[config.mk]
export PLATFORM = sky130hd
export DESIGN_NAME = program_flow_sequencer
export DESIGN_NICKNAME = d
export VERILOG_FILES = /design/src/rtl/flow_seq_pkg.sv /design/src/rtl/program_flow_sequencer.sv
export SDC_FILE = /design/constraint.sdc
export NUM_CORES = 1
export LEC_CHECK = 0
export BUFFER_PORTS_ARGS = -buffer_cell sky130_fd_sc_hd__buf_2
export CAP_MARGIN = 20
export CORE_ASPECT_RATIO = 2
export CORE_MARGIN = 4
export CORE_UTILIZATION = 40
export CTS_BUF_LIST = sky130_fd_sc_hd__clkbuf_4 sky130_fd_sc_hd__clkbuf_8
export DETAILED_ROUTE_END_ITERATION = 12
export GPL_TIMING_DRIVEN = 0
export SLEW_MARGIN = 10
export SYNTH_ARGS = -nofsm -noshare
export SYNTH_HDL_FRONTEND = slang
export SYNTH_SLANG_ARGS = --single-unit
[constraint.sdc]
create_clock -name i_ref_clk -period 3.28 [get_ports i_ref_clk]
set_input_delay 0.164 -clock i_ref_clk [delete_from_list [all_inputs] [get_ports i_ref_clk]]
set_output_delay 0.164 -clock i_ref_clk [all_outputs]
set_load 0.01 [all_outputs]
[src/rtl/flow_seq_pkg.sv]
package flow_seq_pkg;
   localparam logic [7:0]  OP_JUMP_ALWAYS   = 8'h16;
   localparam logic [7:0]  OP_CALL_SUB      = 8'h17;
   localparam logic [7:0]  OP_RETURN_SUB    = 8'h18;
   localparam logic [7:0]  OP_WAIT          = 8'h1B;
   localparam logic [7:0]  OP_CLEAR_ERR     = 8'h24;
   localparam logic [7:0]  OP_COND_JUMP     = 8'h15;
   localparam logic [7:0]  WAIT_TICKS       = 8'h00;
   localparam logic [7:0]  WAIT_POS         = 8'h01;
   localparam logic [7:0]  WAIT_HOME_SW     = 8'h02;
   localparam logic [7:0]  WAIT_END_SW      = 8'h03;
   localparam logic [7:0]  WAIT_HOMING_DONE = 8'h04;
   localparam logic [7:0]  COND_TIMEOUT     = 8'h08;
   localparam int          STACK_DEPTH      = 8;
   localparam int          PC_W             = 16;
   localparam int          MOTOR_W          = 8;
   localparam int          NUM_MOTORS       = 1;
   localparam int          CLK_HZ           = 125000000;
   localparam int          TICK_MS          = 10;
   localparam int          TICK_CYCLES      = CLK_HZ / 1000 * TICK_MS;
   localparam logic [PC_W-1:0] PC_RESET     = 16'h0000;
   localparam logic [31:0] VAL_USE_ACCU     = 32'hFFFFFFFF;
endpackage

[src/rtl/program_flow_sequencer.sv]
`timescale 1ns/1ps
`default_nettype none
module program_flow_sequencer (
   // Clock and reset
   input  wire logic                              i_ref_clk,
   input  wire logic                              i_srst,
   // Decoded instruction
   input  wire logic                              i_instr_valid,
   input  wire logic [7:0]                        i_opcode,
   input  wire logic [7:0]                        i_type,
   input  wire logic [7:0]                        i_motor,
   input  wire logic [31:0]                       i_value,
   input  wire logic [31:0]                       i_accu,
   // Motion status pins
   input  wire logic                              i_pos_reached,
   input  wire logic                              i_home_switch,
   input  wire logic                              i_end_switch_left,
   input  wire logic                              i_end_switch_right,
   input  wire logic                              i_homing_done,
   // Sequencer state
   output logic                                   o_instr_ready,
   output logic [flow_seq_pkg::PC_W-1:0]          o_pc,
   output logic                                   o_waiting,
   output logic                                   o_timeout_error_flag,
   output logic                                   o_cond_timeout_taken,
   output logic [3:0]                             o_stack_level
);

   typedef enum logic [1:0] {
      ST_IDLE = 2'b01,
      ST_WAIT = 2'b10
   } state_t;

   // Three-stage sampling of asynchronous motion status
   logic [4:0] s1_r, s2_r, s3_r, stat_r, stat_nxt;
   logic [4:0] raw;
   assign raw = {i_homing_done, i_end_switch_right, i_end_switch_left,
                 i_home_switch, i_pos_reached};

   // A level counts once the last two stages agree
   always_comb begin
      stat_nxt = stat_r;
      for (int k = 0; k < 5; k++) begin
         if (s2_r[k] == s3_r[k]) begin
            stat_nxt[k] = s3_r[k];
         end
      end
   end

   always_ff @(posedge i_ref_clk) begin
      if (i_srst) begin
         s1_r   <= 5'h00;
         s2_r   <= 5'h00;
         s3_r   <= 5'h00;
         stat_r <= 5'h00;
      end else begin
         s1_r   <= raw;
         s2_r   <= s1_r;
         s3_r   <= s2_r;
         stat_r <= stat_nxt;
      end
   end

   function automatic logic cond_met(input logic [7:0] t, input logic [4:0] st);
      logic r;
      r = 1'b0;
      case (t)
         flow_seq_pkg::WAIT_POS:         r = st[0];
         flow_seq_pkg::WAIT_HOME_SW:     r = st[1];
         flow_seq_pkg::WAIT_END_SW:      r = st[2] | st[3];
         flow_seq_pkg::WAIT_HOMING_DONE: r = st[4];
         default:                        r = 1'b0;
      endcase
      return r;
   endfunction

   // Free-running 10 ms tick
   logic [23:0] div_r, div_nxt;
   logic        tick;
   assign tick = (div_r == 24'(flow_seq_pkg::TICK_CYCLES - 1));

   always_comb begin
      div_nxt = tick ? 24'h000000 : div_r + 24'h000001;
   end

   always_ff @(posedge i_ref_clk) begin
      if (i_srst) begin
         div_r <= 24'h000000;
      end else begin
         div_r <= div_nxt;
      end
   end

   state_t                        state_r, state_nxt;
   logic [flow_seq_pkg::PC_W-1:0] pc_r, pc_nxt;
   logic [flow_seq_pkg::PC_W-1:0] stack_r [flow_seq_pkg::STACK_DEPTH];
   logic [flow_seq_pkg::PC_W-1:0] stack_nxt [flow_seq_pkg::STACK_DEPTH];
   logic [3:0]                    sp_r, sp_nxt;
   logic [31:0]                   cnt_r, cnt_nxt;
   logic [7:0]                    wtype_r, wtype_nxt;
   logic                          tmo_r, tmo_nxt;
   logic                          jc_r, jc_nxt;
   logic [31:0]                   ticks;

   // Negative accumulator is the program's fault; treated as unsigned
   assign ticks = (i_value == flow_seq_pkg::VAL_USE_ACCU) ? i_accu : i_value;

   assign o_instr_ready = (state_r == ST_IDLE);

   always_comb begin
      state_nxt = state_r;
      pc_nxt    = pc_r;
      stack_nxt = stack_r;
      sp_nxt    = sp_r;
      cnt_nxt   = cnt_r;
      wtype_nxt = wtype_r;
      tmo_nxt   = tmo_r;
      jc_nxt    = 1'b0;
      case (state_r)
         ST_IDLE: begin
            if (i_instr_valid) begin
               pc_nxt = pc_r + 16'h0001;
               case (i_opcode)
                  flow_seq_pkg::OP_JUMP_ALWAYS: begin
                     pc_nxt = i_value[flow_seq_pkg::PC_W-1:0];
                  end
                  flow_seq_pkg::OP_CALL_SUB: begin
                     // Full stack: whole call dropped, PC just steps on
                     if (sp_r < 4'(flow_seq_pkg::STACK_DEPTH)) begin
                        stack_nxt[sp_r[2:0]] = pc_r;
                        sp_nxt = sp_r + 4'h1;
                        pc_nxt = i_value[flow_seq_pkg::PC_W-1:0];
                     end
                  end
                  flow_seq_pkg::OP_RETURN_SUB: begin
                     if (sp_r != 4'h0) begin
                        // Saved PC is the call's own address, resume after it
                        pc_nxt = stack_r[3'(sp_r - 4'h1)] + 16'h0001;
                        sp_nxt = sp_r - 4'h1;
                     end
                  end
                  flow_seq_pkg::OP_WAIT: begin
                     wtype_nxt = i_type;
                     cnt_nxt   = ticks;
                     if (i_type == flow_seq_pkg::WAIT_TICKS) begin
                        if (ticks != 32'h00000000) begin
                           pc_nxt    = pc_r;
                           state_nxt = ST_WAIT;
                        end
                     end else if (i_type <= flow_seq_pkg::WAIT_HOMING_DONE &&
                                  !cond_met(i_type, stat_r)) begin
                        pc_nxt    = pc_r;
                        state_nxt = ST_WAIT;
                     end
                  end
                  flow_seq_pkg::OP_CLEAR_ERR: begin
                     tmo_nxt = 1'b0;
                  end
                  flow_seq_pkg::OP_COND_JUMP: begin
                     if (i_type == flow_seq_pkg::COND_TIMEOUT && tmo_r) begin
                        pc_nxt = i_value[flow_seq_pkg::PC_W-1:0];
                        jc_nxt = 1'b1;
                     end
                  end
                  default: begin
                  end
               endcase
            end
         end
         ST_WAIT: begin
            if (wtype_r == flow_seq_pkg::WAIT_TICKS) begin
               if (tick) begin
                  cnt_nxt = cnt_r - 32'h00000001;
                  if (cnt_r == 32'h00000001) begin
                     state_nxt = ST_IDLE;
                     pc_nxt    = pc_r + 16'h0001;
                  end
               end
            end else if (cond_met(wtype_r, stat_r)) begin
               state_nxt = ST_IDLE;
               pc_nxt    = pc_r + 16'h0001;
            end else if (tick && cnt_r != 32'h00000000) begin
               cnt_nxt = cnt_r - 32'h00000001;
               if (cnt_r == 32'h00000001) begin
                  tmo_nxt   = 1'b1;
                  state_nxt = ST_IDLE;
                  pc_nxt    = pc_r + 16'h0001;
               end
            end
         end
         default: begin
            state_nxt = ST_IDLE;
         end
      endcase
   end

   always_ff @(posedge i_ref_clk) begin
      if (i_srst) begin
         state_r <= ST_IDLE;
         pc_r    <= flow_seq_pkg::PC_RESET;
         sp_r    <= 4'h0;
         cnt_r   <= 32'h00000000;
         wtype_r <= 8'h00;
         tmo_r   <= 1'b0;
         jc_r    <= 1'b0;
         for (int k = 0; k < flow_seq_pkg::STACK_DEPTH; k++) begin
            stack_r[k] <= 16'h0000;
         end
      end else begin
         state_r <= state_nxt;
         pc_r    <= pc_nxt;
         sp_r    <= sp_nxt;
         cnt_r   <= cnt_nxt;
         wtype_r <= wtype_nxt;
         tmo_r   <= tmo_nxt;
         jc_r    <= jc_nxt;
         stack_r <= stack_nxt;
      end
   end

   assign o_pc                 = pc_r;
   assign o_waiting            = (state_r == ST_WAIT);
   assign o_timeout_error_flag = tmo_r;
   assign o_cond_timeout_taken = jc_r;
   assign o_stack_level        = sp_r;

   // Stack
   a_stack_bound: assert property (@(posedge i_ref_clk) disable iff (i_srst)
      sp_r <= 4'h8)
      else $error("stack overflow");
   a_full_call_ignored: assert property (@(posedge i_ref_clk) disable iff (i_srst)
      (o_instr_ready && i_instr_valid && i_opcode == flow_seq_pkg::OP_CALL_SUB
       && sp_r == 4'h8) |=> (sp_r == 4'h8 && pc_r == $past(pc_r) + 16'h0001))
      else $error("full call not ignored");
   a_call_push: assert property (@(posedge i_ref_clk) disable iff (i_srst)
      (o_instr_ready && i_instr_valid && i_opcode == flow_seq_pkg::OP_CALL_SUB
       && sp_r < 4'h8) |=> (sp_r == $past(sp_r) + 4'h1
       && stack_r[$past(sp_r[2:0])] == $past(pc_r)
       && pc_r == $past(i_value[15:0])))
      else $error("call push wrong");
   a_return_pop: assert property (@(posedge i_ref_clk) disable iff (i_srst)
      (o_instr_ready && i_instr_valid && i_opcode == flow_seq_pkg::OP_RETURN_SUB
       && sp_r != 4'h0) |=> (sp_r == $past(sp_r) - 4'h1
       && pc_r == $past(stack_r[sp_r[2:0] - 3'h1]) + 16'h0001))
      else $error("return pop wrong");
   a_empty_return: assert property (@(posedge i_ref_clk) disable iff (i_srst)
      (o_instr_ready && i_instr_valid && i_opcode == flow_seq_pkg::OP_RETURN_SUB
       && sp_r == 4'h0) |=> (sp_r == 4'h0 && pc_r == $past(pc_r) + 16'h0001))
      else $error("empty return changed");

   // Jumps
   a_jump_load: assert property (@(posedge i_ref_clk) disable iff (i_srst)
      (o_instr_ready && i_instr_valid && i_opcode == flow_seq_pkg::OP_JUMP_ALWAYS)
      |=> pc_r == $past(i_value[15:0]))
      else $error("jump target wrong");
   a_cond_taken: assert property (@(posedge i_ref_clk) disable iff (i_srst)
      (o_instr_ready && i_instr_valid && i_opcode == flow_seq_pkg::OP_COND_JUMP
       && i_type == flow_seq_pkg::COND_TIMEOUT && tmo_r)
      |=> (o_cond_timeout_taken && pc_r == $past(i_value[15:0])))
      else $error("timeout jump not taken");
   a_cond_not_taken: assert property (@(posedge i_ref_clk) disable iff (i_srst)
      (o_instr_ready && i_instr_valid && i_opcode == flow_seq_pkg::OP_COND_JUMP
       && !tmo_r) |=> (!o_cond_timeout_taken && pc_r == $past(pc_r) + 16'h0001))
      else $error("timeout jump taken without flag");

   // Waits
   a_wait_hold: assert property (@(posedge i_ref_clk) disable iff (i_srst)
      (o_waiting && $past(o_waiting)) |-> $stable(pc_r))
      else $error("pc moved in wait");
   a_wait_enter: assert property (@(posedge i_ref_clk) disable iff (i_srst)
      (o_instr_ready && i_instr_valid && i_opcode == flow_seq_pkg::OP_WAIT
       && i_type == flow_seq_pkg::WAIT_TICKS && ticks != 32'h00000000)
      |=> (o_waiting && pc_r == $past(pc_r) && cnt_r == $past(ticks)))
      else $error("tick wait not entered");
   a_accu_ticks: assert property (@(posedge i_ref_clk) disable iff (i_srst)
      (o_instr_ready && i_instr_valid && i_opcode == flow_seq_pkg::OP_WAIT
       && i_value == flow_seq_pkg::VAL_USE_ACCU) |=> cnt_r == $past(i_accu))
      else $error("accumulator count not used");
   a_zero_ticks: assert property (@(posedge i_ref_clk) disable iff (i_srst)
      (o_instr_ready && i_instr_valid && i_opcode == flow_seq_pkg::OP_WAIT
       && i_type == 8'h00 && i_value == 32'h0) |=> !o_waiting)
      else $error("zero wait stalled");
   a_tick_only: assert property (@(posedge i_ref_clk) disable iff (i_srst)
      (o_waiting && wtype_r == flow_seq_pkg::WAIT_TICKS && !tick) |=> o_waiting)
      else $error("tick wait left early");
   a_tick_expire: assert property (@(posedge i_ref_clk) disable iff (i_srst)
      (o_waiting && wtype_r == flow_seq_pkg::WAIT_TICKS && tick && cnt_r == 32'h00000001)
      |=> (!o_waiting && pc_r == $past(pc_r) + 16'h0001))
      else $error("tick wait overran");
   a_cond_release: assert property (@(posedge i_ref_clk) disable iff (i_srst)
      (o_waiting && wtype_r != flow_seq_pkg::WAIT_TICKS && cond_met(wtype_r, stat_r))
      |=> (!o_waiting && pc_r == $past(pc_r) + 16'h0001 && tmo_r == $past(tmo_r)))
      else $error("met condition not released");

   // Timeout flag
   a_timeout_set: assert property (@(posedge i_ref_clk) disable iff (i_srst)
      (o_waiting && wtype_r != flow_seq_pkg::WAIT_TICKS && !cond_met(wtype_r, stat_r)
       && tick && cnt_r == 32'h00000001) |=> (tmo_r && !o_waiting
       && pc_r == $past(pc_r) + 16'h0001))
      else $error("timeout not flagged");
   a_no_timeout: assert property (@(posedge i_ref_clk) disable iff (i_srst)
      (o_waiting && wtype_r != flow_seq_pkg::WAIT_TICKS && cnt_r == 32'h00000000)
      |=> tmo_r == $past(tmo_r))
      else $error("timeout without limit");
   a_flag_sticky: assert property (@(posedge i_ref_clk) disable iff (i_srst)
      ($past(tmo_r) && !tmo_r) |-> ($past(i_opcode) == flow_seq_pkg::OP_CLEAR_ERR
      && $past(i_instr_valid)))
      else $error("flag lost");
   a_flag_clear: assert property (@(posedge i_ref_clk) disable iff (i_srst)
      (o_instr_ready && i_instr_valid && i_opcode == flow_seq_pkg::OP_CLEAR_ERR)
      |=> !tmo_r)
      else $error("flag not cleared");

   // Tick divider
   a_tick_period: assert property (@(posedge i_ref_clk) disable iff (i_srst)
      tick |=> div_r == 24'h000000)
      else $error("tick divider wrong");
   a_tick_bound: assert property (@(posedge i_ref_clk) disable iff (i_srst)
      div_r <= 24'(flow_seq_pkg::TICK_CYCLES - 1))
      else $error("tick divider overran");

endmodule
`default_nettype wire

==> results of run 1 <==
cells in the final DEF (no fill, tap or decap), types with 25 or more instances in the layout:
| cell type | instances |
|---|---|
| buf_2 | 124 |
| nor2_1 | 213 |
| clkbuf_8 | 47 |
| mux4_2 | 26 |
| clkbuf_1 | 69 |
| dfxtp_1 | 234 |
| nand3_1 | 42 |
| nor3_1 | 28 |
| buf_4 | 31 |
| inv_1 | 25 |
| nand2_1 | 182 |
| a21oi_1 | 100 |
| mux2i_1 | 119 |
| o21ai_0 | 62 |
routing by layer:
layer  vias to the layer above  GRT usage  share of wire
li1                       5762          -              -
met3                       235     0.0433          0.048
met1                      5932      0.256           0.33
met2                       537      0.530           0.53
met4                         0      0.230          0.098
met5                         -          0              0
final cells by class:
| type | count | share of cell area |
|---|---|---|
| Multi-Input combinational cell | 1130 | 0.493 |
| Tap cell | 418 | 0.0345 |
| Clock buffer | 55 | 0.0467 |
| Clock inverter | 9 | 0.00793 |
| Antenna cell | 1 | 0.000165 |
| Buffer | 101 | 0.0332 |
| Sequential cell | 236 | 0.312 |
| Inverter | 29 | 0.00826 |
| Timing Repair Buffer | 160 | 0.0641 |
registers in the layout, summed over array words and instances, names as in the netlist, 2 cells and up:
signal	count
wtype_r	8
s2_r	5
s3_r	5
cnt_r	32
div_r	24
s1_r	5
o_pc	16
stack_r	128
o_stack_level	4
state_r	2
stat_r	5
kinds of logic after synthesis:
group / after synthesis / share of synthesized area
buffers and inverters: 134 / 0.0443
adder cells (fa/ha/maj): 9 / 0.00902
multiplexers: 153 / 0.150
AO/OA/AOI/OAI: 304 / 0.157
flip-flops: 236 / 0.378
XOR/XNOR: 39 / 0.0274
AND/OR/NAND/NOR: 625 / 0.234
cell usage after synthesis (19+ instances only):
| master | n | area [µm²] |
|---|---|---|
| inv_1 | 28 | 105 |
| xor2_1 | 20 | 175 |
| a21oi_1 | 102 | 510 |
| dfxtp_1 | 236 | 4720 |
| xnor2_1 | 19 | 166 |
| and3_1 | 20 | 125 |
| nand4_1 | 19 | 119 |
| nor2_1 | 213 | 800 |
| mux4_2 | 26 | 586 |
| nor3_1 | 28 | 140 |
| nand3_1 | 46 | 230 |
| a211oi_1 | 20 | 150 |
| mux2i_1 | 119 | 1190 |
| nor2b_1 | 19 | 119 |
| clkbuf_1 | 81 | 304 |
| o21ai_0 | 62 | 310 |
| nand2_1 | 185 | 694 |
final timing paths:
check	startpoint	to	slack, ns	depth (start not counted)
worst max register to register	o_stack_level[0]	o_pc[14]	0.01	15
worst max-delay path	o_stack_level[0]	o_pc[14]	0.01	15
worst min-delay path	i_accu[13]	cnt_r[13]	0.02	5
worst min register to register	s1_r[1]	s2_r[1]	0.44	1
where the power goes:
| group | leakage [nW] | internal (mW) | switching, mW |
|---|---|---|---|
| logic | 3.61 | 0.145 | 0.284 |
| clock network | 0.441 | 1.61 | 1.22 |
| registers | 1.91 | 2.89 | 0.0219 |
critical path, cell delays in order (launching register included):
cell      delay [ns]
dfxtp_4         0.37
buf_12          0.14
inv_12          0.08
ha_4            0.21
buf_12          0.14
buf_4           0.13
mux2i_1         0.14
mux4_2          0.55
inv_2           0.10
ha_4            0.15
nand4_1         0.11
buf_6           0.17
or4_4           0.42
a211oi_2        0.18
o22ai_1         0.11
a21oi_1         0.18
metrics by stage:
step | hold WS [ns] | power (mW)
after detailed placement | 0.382 | 3.37
after global placement | 0.374 | 3.37
after floorplan | 0.292 | 3.16
after CTS | 0.00627 | 6.21
final | 0.0230 | 6.18
after global routing | 0.0703 | 6.35
what timing repair did:
item	4_1_cts	5_1_grt
buffers inserted	13	18
resized for setup	45	34
hold endpoints to repair	15	0
pin swaps	6	11
gates cloned	0	0
hold buffers	14	0
endpoints found under the setup margin	102	66
==> reports/results.txt, run 1 <==
Total Negative Setup Slacks -> 0 ns
Unrepaired setup endpoints after global routing -> yes
Core Region -> 30900 µm²
Number of hold-slack violations in the final timing report -> 0
Die area -> 34300 µm²
Largest driver fanout on the critical path -> 9
Placer congestion estimate -> 1.02
Endpoint kind of the worst setup timing path -> flop
Total of flip-flops plus latches after synthesis -> 236
Pin count of the biggest net entering global routing -> 11
Signal arrival time at the worst endpoint -> 3.75 ns
Effective utilization at floorplan -> 0.405
HPWL reported at the end of detailed placement -> 37600 µm
Synthesized netlist net count -> 1605
Die Height -> 258 µm
Normalized max-slew margin -> 0.306
Max rail drop VDD -> 0.349 mV
TritonCTS clock tree -> yes
Netlist area before placement -> 12500 µm²
Count of fill cells added during filler insertion -> 3021
Inst Count DP -> 2033
Number of nets in the finished design -> 1799
Final cell utilization of the core -> 0.491
Count of buffers from port buffering -> 111
Detailed-router iteration count before antenna repair -> 6
Number of buffers added by the clock tree synthesis step -> 36
Area taken by flip-flops and latches -> 4730 µm²
Clock Root Buffer -> clkbuf_8
Routed wirelength normalized by instance count -> 23.0 µm
Type of the worst setup path -> reg -> reg
Run status -> finished clean
Largest buffer count on any clock path -> 3
Maximum level of the CTS H-tree -> 2
Areal power density over the cells -> 408 nW/µm²
Via/cell ratio -> 5.83
Number of antenna violations at the first check in global routing -> 1
Fraction of registers with async set or reset after synthesis -> 0
Gate count of the mapped netlist -> 1500
Worst-case setup slack after placement -> -0.948 ns
Count of unresolved DRC violations after routing -> 0
Final Instance Count excl. Fillers -> 2139
Sequential share of the synthesized area -> 0.378
Hold Crit Class -> in -> reg
Clock-pin transition on the worst setup and hold timing paths -> 0.08 ns
Worst Skew -> 0.0417 ns
Clock latency at the later pin of the worst-skew pair -> 0.57 ns
Share of layout cells above drive strength 1 -> 0.194
Total cell area at the placement stage -> 13600 µm²
Remaining Overflow, GRT -> 0
TritonCTS Sinks -> 236
PnR worst setup slack -> 0.0128 ns
Data required time at the worst endpoint -> 3.76 ns
Post-route antenna net violation count -> 0
Synthesized area per cell -> 8.32 µm²
Post-route design area -> 15100 µm²
Number of max-capacitance violations reported -> 0
Area occupied by multi-input gates -> 7460 µm²
Number of setup violations in the final report -> 0
Wire length of the first global-routing pass -> 73500 µm
Post-synthesis cell type count -> 76
Total number of placement rows -> 91
Count of final max-slew check failures -> 0
Reported leakage power -> 5.96 nW
Routed vias -> 12500
All-layer global routing usage -> 0.280
Synth-to-Final Area Change -> 21.3%
Violation count after the first detailed-routing iteration -> 727
Kind of start point of the critical path -> flop
Fmax -> 306 MHz
Via count of the first global-routing pass -> 12700
Number of enable-type register cells in the synthesized netlist -> 0
Tightest Pin Transition -> 1.03 ns
Number of ports placed on the die boundary -> 120
Part of the cycle the worst path needs -> 0.996
Sum of routed wire length over all layers -> 49200 µm
Die Wd -> 133 µm
Leading register cell type out of synthesis -> dfxtp_1
Yosys warns -> 0
Post-layout min period -> 3.27 ns
No activity file was read; power rests on OpenSTA's default activity.
==> run 2: changes to the inputs <==
--- a/config.mk
+++ b/config.mk
@@ -6,5 +6,4 @@
 export NUM_CORES = 1
 export LEC_CHECK = 0
-export BUFFER_PORTS_ARGS = -buffer_cell sky130_fd_sc_hd__buf_2
 export CAP_MARGIN = 20
 export CORE_ASPECT_RATIO = 2
@@ -13,4 +12,5 @@
 export CTS_BUF_LIST = sky130_fd_sc_hd__clkbuf_4 sky130_fd_sc_hd__clkbuf_8
 export DETAILED_ROUTE_END_ITERATION = 12
+export DONT_BUFFER_PORTS = 1
 export GPL_TIMING_DRIVEN = 0
 export SLEW_MARGIN = 10
==> constraint.sdc (replaced) <==
create_clock -name i_ref_clk -period 3.28 [get_ports i_ref_clk]
set_input_delay 0.82 -clock i_ref_clk [delete_from_list [all_inputs] [get_ports i_ref_clk]]
set_output_delay 0.82 -clock i_ref_clk [all_outputs]
set_load 0.01 [all_outputs]
==> run 2 against run 1 <==
The run now ends with negative setup slack left. Critical path depth shrank 1. Worst setup slack lost 0.051 ns. Register-to-register slack lost 0.05 ns. Sequential cell count is the same. Critical endpoint unchanged. Largest power group is now the clock network.
==> reports/results.txt, run 2 (same netlist as run 1, synthesis figures left out) <==
Run status -> finished, violations left
Failing checks -> negative setup slack
Switching share of total power -> 0.237 (-0.0103)
Inst Count DP -> 1921 (-5.5%)
Data required time at the worst endpoint -> 3.77 ns (about the same)
Top register by number of flip-flops -> stack_r
Die area -> 34300 µm² (unchanged)
Largest registers -> stack_r (128), cnt_r (32), div_r (24)
Total cell area at the placement stage -> 13100 µm² (-4.1%)
Count of buffers from port buffering -> 0 (-100%)
Number of max-capacitance violations reported -> 0 (unchanged)
Total number of placement rows -> 91 (unchanged)
Routed wirelength normalized by instance count -> 23.9 µm (+3.7%)
Largest driver fanout on the critical path -> 8 (-1)
Max rail drop VDD -> 0.305 mV (-13%)
Normalized max-slew margin -> 0.321 (+0.0151)
Count of final max-slew check failures -> 0 (unchanged)
Part of the cycle the worst path needs -> 1.01 (+0.0154)
Via count of the first global-routing pass -> 12200 (-3.8%)
Areal power density over the cells -> 421 nW/µm² (+3.2%)
Detailed-router iteration count before antenna repair -> 6 (unchanged)
Remaining Overflow, GRT -> 0 (unchanged)
Worst Skew -> 0.0305 ns (-0.0112 ns)
Violation count after the first detailed-routing iteration -> 850 (+17%)
Total Negative Setup Slacks -> -0.0414 ns (-0.0414 ns)
Routing usage on met2 -> 0.509 (-0.0206)
PnR worst setup slack -> -0.0378 ns (-0.0506 ns)
Count of unresolved DRC violations after routing -> 0 (unchanged)
TritonCTS Sinks -> 236 (unchanged)
Met1 track demand over resource in global routing -> 0.240 (-0.0160)
Terminus of the critical flop-to-flop path -> o_pc[14]
Number of buffers added by the clock tree synthesis step -> 37 (+2.8%)
Hold-critical path depth -> 1 (-4)
Worst Reg-to-Reg Cells -> 14 (-1)
Signal arrival time at the worst endpoint -> 3.81 ns (+0.06 ns)
Share of layout cells above drive strength 1 -> 0.151 (-0.0437)
Placer congestion estimate -> 1.01 (-1.0%)
Final Instance Count excl. Fillers -> 2020 (-5.6%)
Fmax -> 301 MHz (-1.5%)
Number of nets in the finished design -> 1680 (-6.6%)
Largest register FFs -> 128 (unchanged)
Number of hold-slack violations in the final timing report -> 0 (unchanged)
Unrepaired setup endpoints after global routing -> yes
Busiest layer in global routing -> met2
Endpoint kind of the worst setup timing path -> flop
Switching power total -> 1.47 mW (-4.1%)
Die Wd -> 133 µm (unchanged)
Tightest Pin Transition -> 1.02 ns (-0.00817 ns)
Final cell utilization of the core -> 0.476 (-0.0151)
Largest buffer count on any clock path -> 3 (unchanged)
Fraction of power consumed by the clock network -> 0.477 (+0.017)
Number of setup violations in the final report -> 2 (+2)
All-layer global routing usage -> 0.274 (-0.00582)
Clock latency at the later pin of the worst-skew pair -> 0.57 ns (about the same)
TritonCTS clock tree -> yes
Setup slack of the most critical reg-to-reg path -> -0.04 ns (-0.05 ns)
Maximum level of the CTS H-tree -> 2 (unchanged)
Sum of routed wire length over all layers -> 48200 µm (-2.0%)
Core Region -> 30900 µm² (unchanged)
HPWL reported at the end of detailed placement -> 36900 µm (-1.9%)
Routed vias -> 12000 (-3.8%)
Number of antenna violations at the first check in global routing -> 2 (+1)
Pin count of the biggest net entering global routing -> 11 (unchanged)
GR Layer Usage met3 -> 0.0561 (+0.0129)
Wire length of the first global-routing pass -> 71700 µm (-2.5%)
Worst-case hold path end point -> s1_r[1]
Gate power share -> 0.050 (-0.020)
Effective utilization at floorplan -> 0.405 (unchanged)
Post-layout min period -> 3.32 ns (+0.0506 ns)
Commonest non-fill, non-tap cell in the layout -> dfxtp_1
Reported leakage power -> 5.56 nW (-6.6%)
Clock Root Buffer -> clkbuf_8
Part of the total power dissipated in sequential elements -> 0.473 (+0.002)
Die Height -> 258 µm (unchanged)
Worst Min Path Start -> i_home_switch
Via/cell ratio -> 5.94 (+1.9%)
Post-route antenna net violation count -> 0 (unchanged)
Clock-pin transition on the worst setup and hold timing paths -> 0.07 ns (about the same)
Critical register-to-register path startpoint -> o_stack_level[0]
Internal power summed over all cells -> 4.71 mW (+1.4%)
Type of the worst setup path -> reg -> reg
Power Total -> 6.18 mW (about the same)
Count of fill cells added during filler insertion -> 2964 (-1.9%)
Hold Crit Class -> in -> reg
Kind of start point of the critical path -> flop
Most used cells in the layout excluding fill and tap cells -> 234 x dfxtp_1, 213 x nor2_1, 183 x nand2_1
Post-route design area -> 14700 µm² (-3.1%)
Number of ports placed on the die boundary -> 120 (unchanged)
Synth-to-Final Area Change -> 17.6%
==> run 2: cell types whose count changed in the layout (fill, tap and decap cells not counted), moves of 5 or more <==
| cell | previous run | this run |
|---|---|---|
| buf_6 | 4 | 9 |
| buf_4 | 31 | 38 |
| dlygate4sd3_1 | 14 | 0 |
| buf_2 | 124 | 7 |
==> run 2: worst max-delay path by stage <==
stage	from	slack (ns)	depth (start not counted)	to
floorplan	o_stack_level[1]	0.01	14	o_pc[14]
global placement	i_value[0]	-1.38	8	o_pc[15]
detailed placement	i_value[0]	-1.36	8	o_pc[15]
CTS	o_stack_level[0]	-0.02	15	o_pc[15]
global route	o_stack_level[1]	-0.11	15	o_pc[12]
finish	o_stack_level[0]	-0.04	14	o_pc[14]
==> run 2: per-stage QoR <==
stage                     setup WS (ns)  hold slack, ns
after global placement            -1.38           0.420
final                           -0.0378           0.387
after detailed placement          -1.36           0.423
after global routing             -0.106           0.362
after floorplan                  0.0142           0.414
after CTS                       -0.0213           0.367
==> run 2: repair_timing <==
action,CTS,global route
pin swaps,17,21
resized for setup,71,42
hold buffers,0,0
endpoints found under the setup margin,111,58
buffers inserted,24,14
==> run 2: worst max-delay path, cell delays in order, from the launching register on <==
cell      delay [ns]
dfxtp_4         0.46
buf_12          0.15
inv_16          0.04
ha_4            0.24
buf_12          0.14
buf_12          0.14
buf_12          0.13
mux2i_1         0.12
mux4_2          0.53
a21oi_4         0.19
nand3_4         0.13
or4_4           0.51
a211oi_2        0.19
o22ai_1         0.11
a21oi_1         0.15
==> run 2: power groups by stage <==
| stage | Combinational [mW] | Sequential [mW] | Clock, mW |
|---|---|---|---|
| floorplan | 0.183 | 2.97 | 0 |
| global placement | 0.284 | 2.98 | 0 |
| detailed placement | 0.285 | 2.98 | 0 |
| CTS | 0.299 | 2.92 | 3.01 |
| global route | 0.327 | 2.92 | 3.13 |
| finish | 0.309 | 2.92 | 2.95 |
==> run 2: layer usage <==
| layer | part of all wire | up-vias |
|---|---|---|
| met4 | 0.10 | 0 |
| met2 | 0.53 | 603 |
| met5 | 0 | - |
| met1 | 0.30 | 5616 |
| li1 | - | 5513 |
| met3 | 0.066 | 262 |
==> run 2: cell type report <==
cell class	count	area [µm²]	area share
diodes	1	2.50	0.000170
plain buffers	101	522	0.0355
clock buffers	57	728	0.0496
clock inverters	8	143	0.00972
inverters	29	129	0.00878
multi-input cells	1130	7570	0.516
flip-flops and latches	236	4730	0.322
well taps	418	523	0.0356
repair buffers	40	330	0.0225
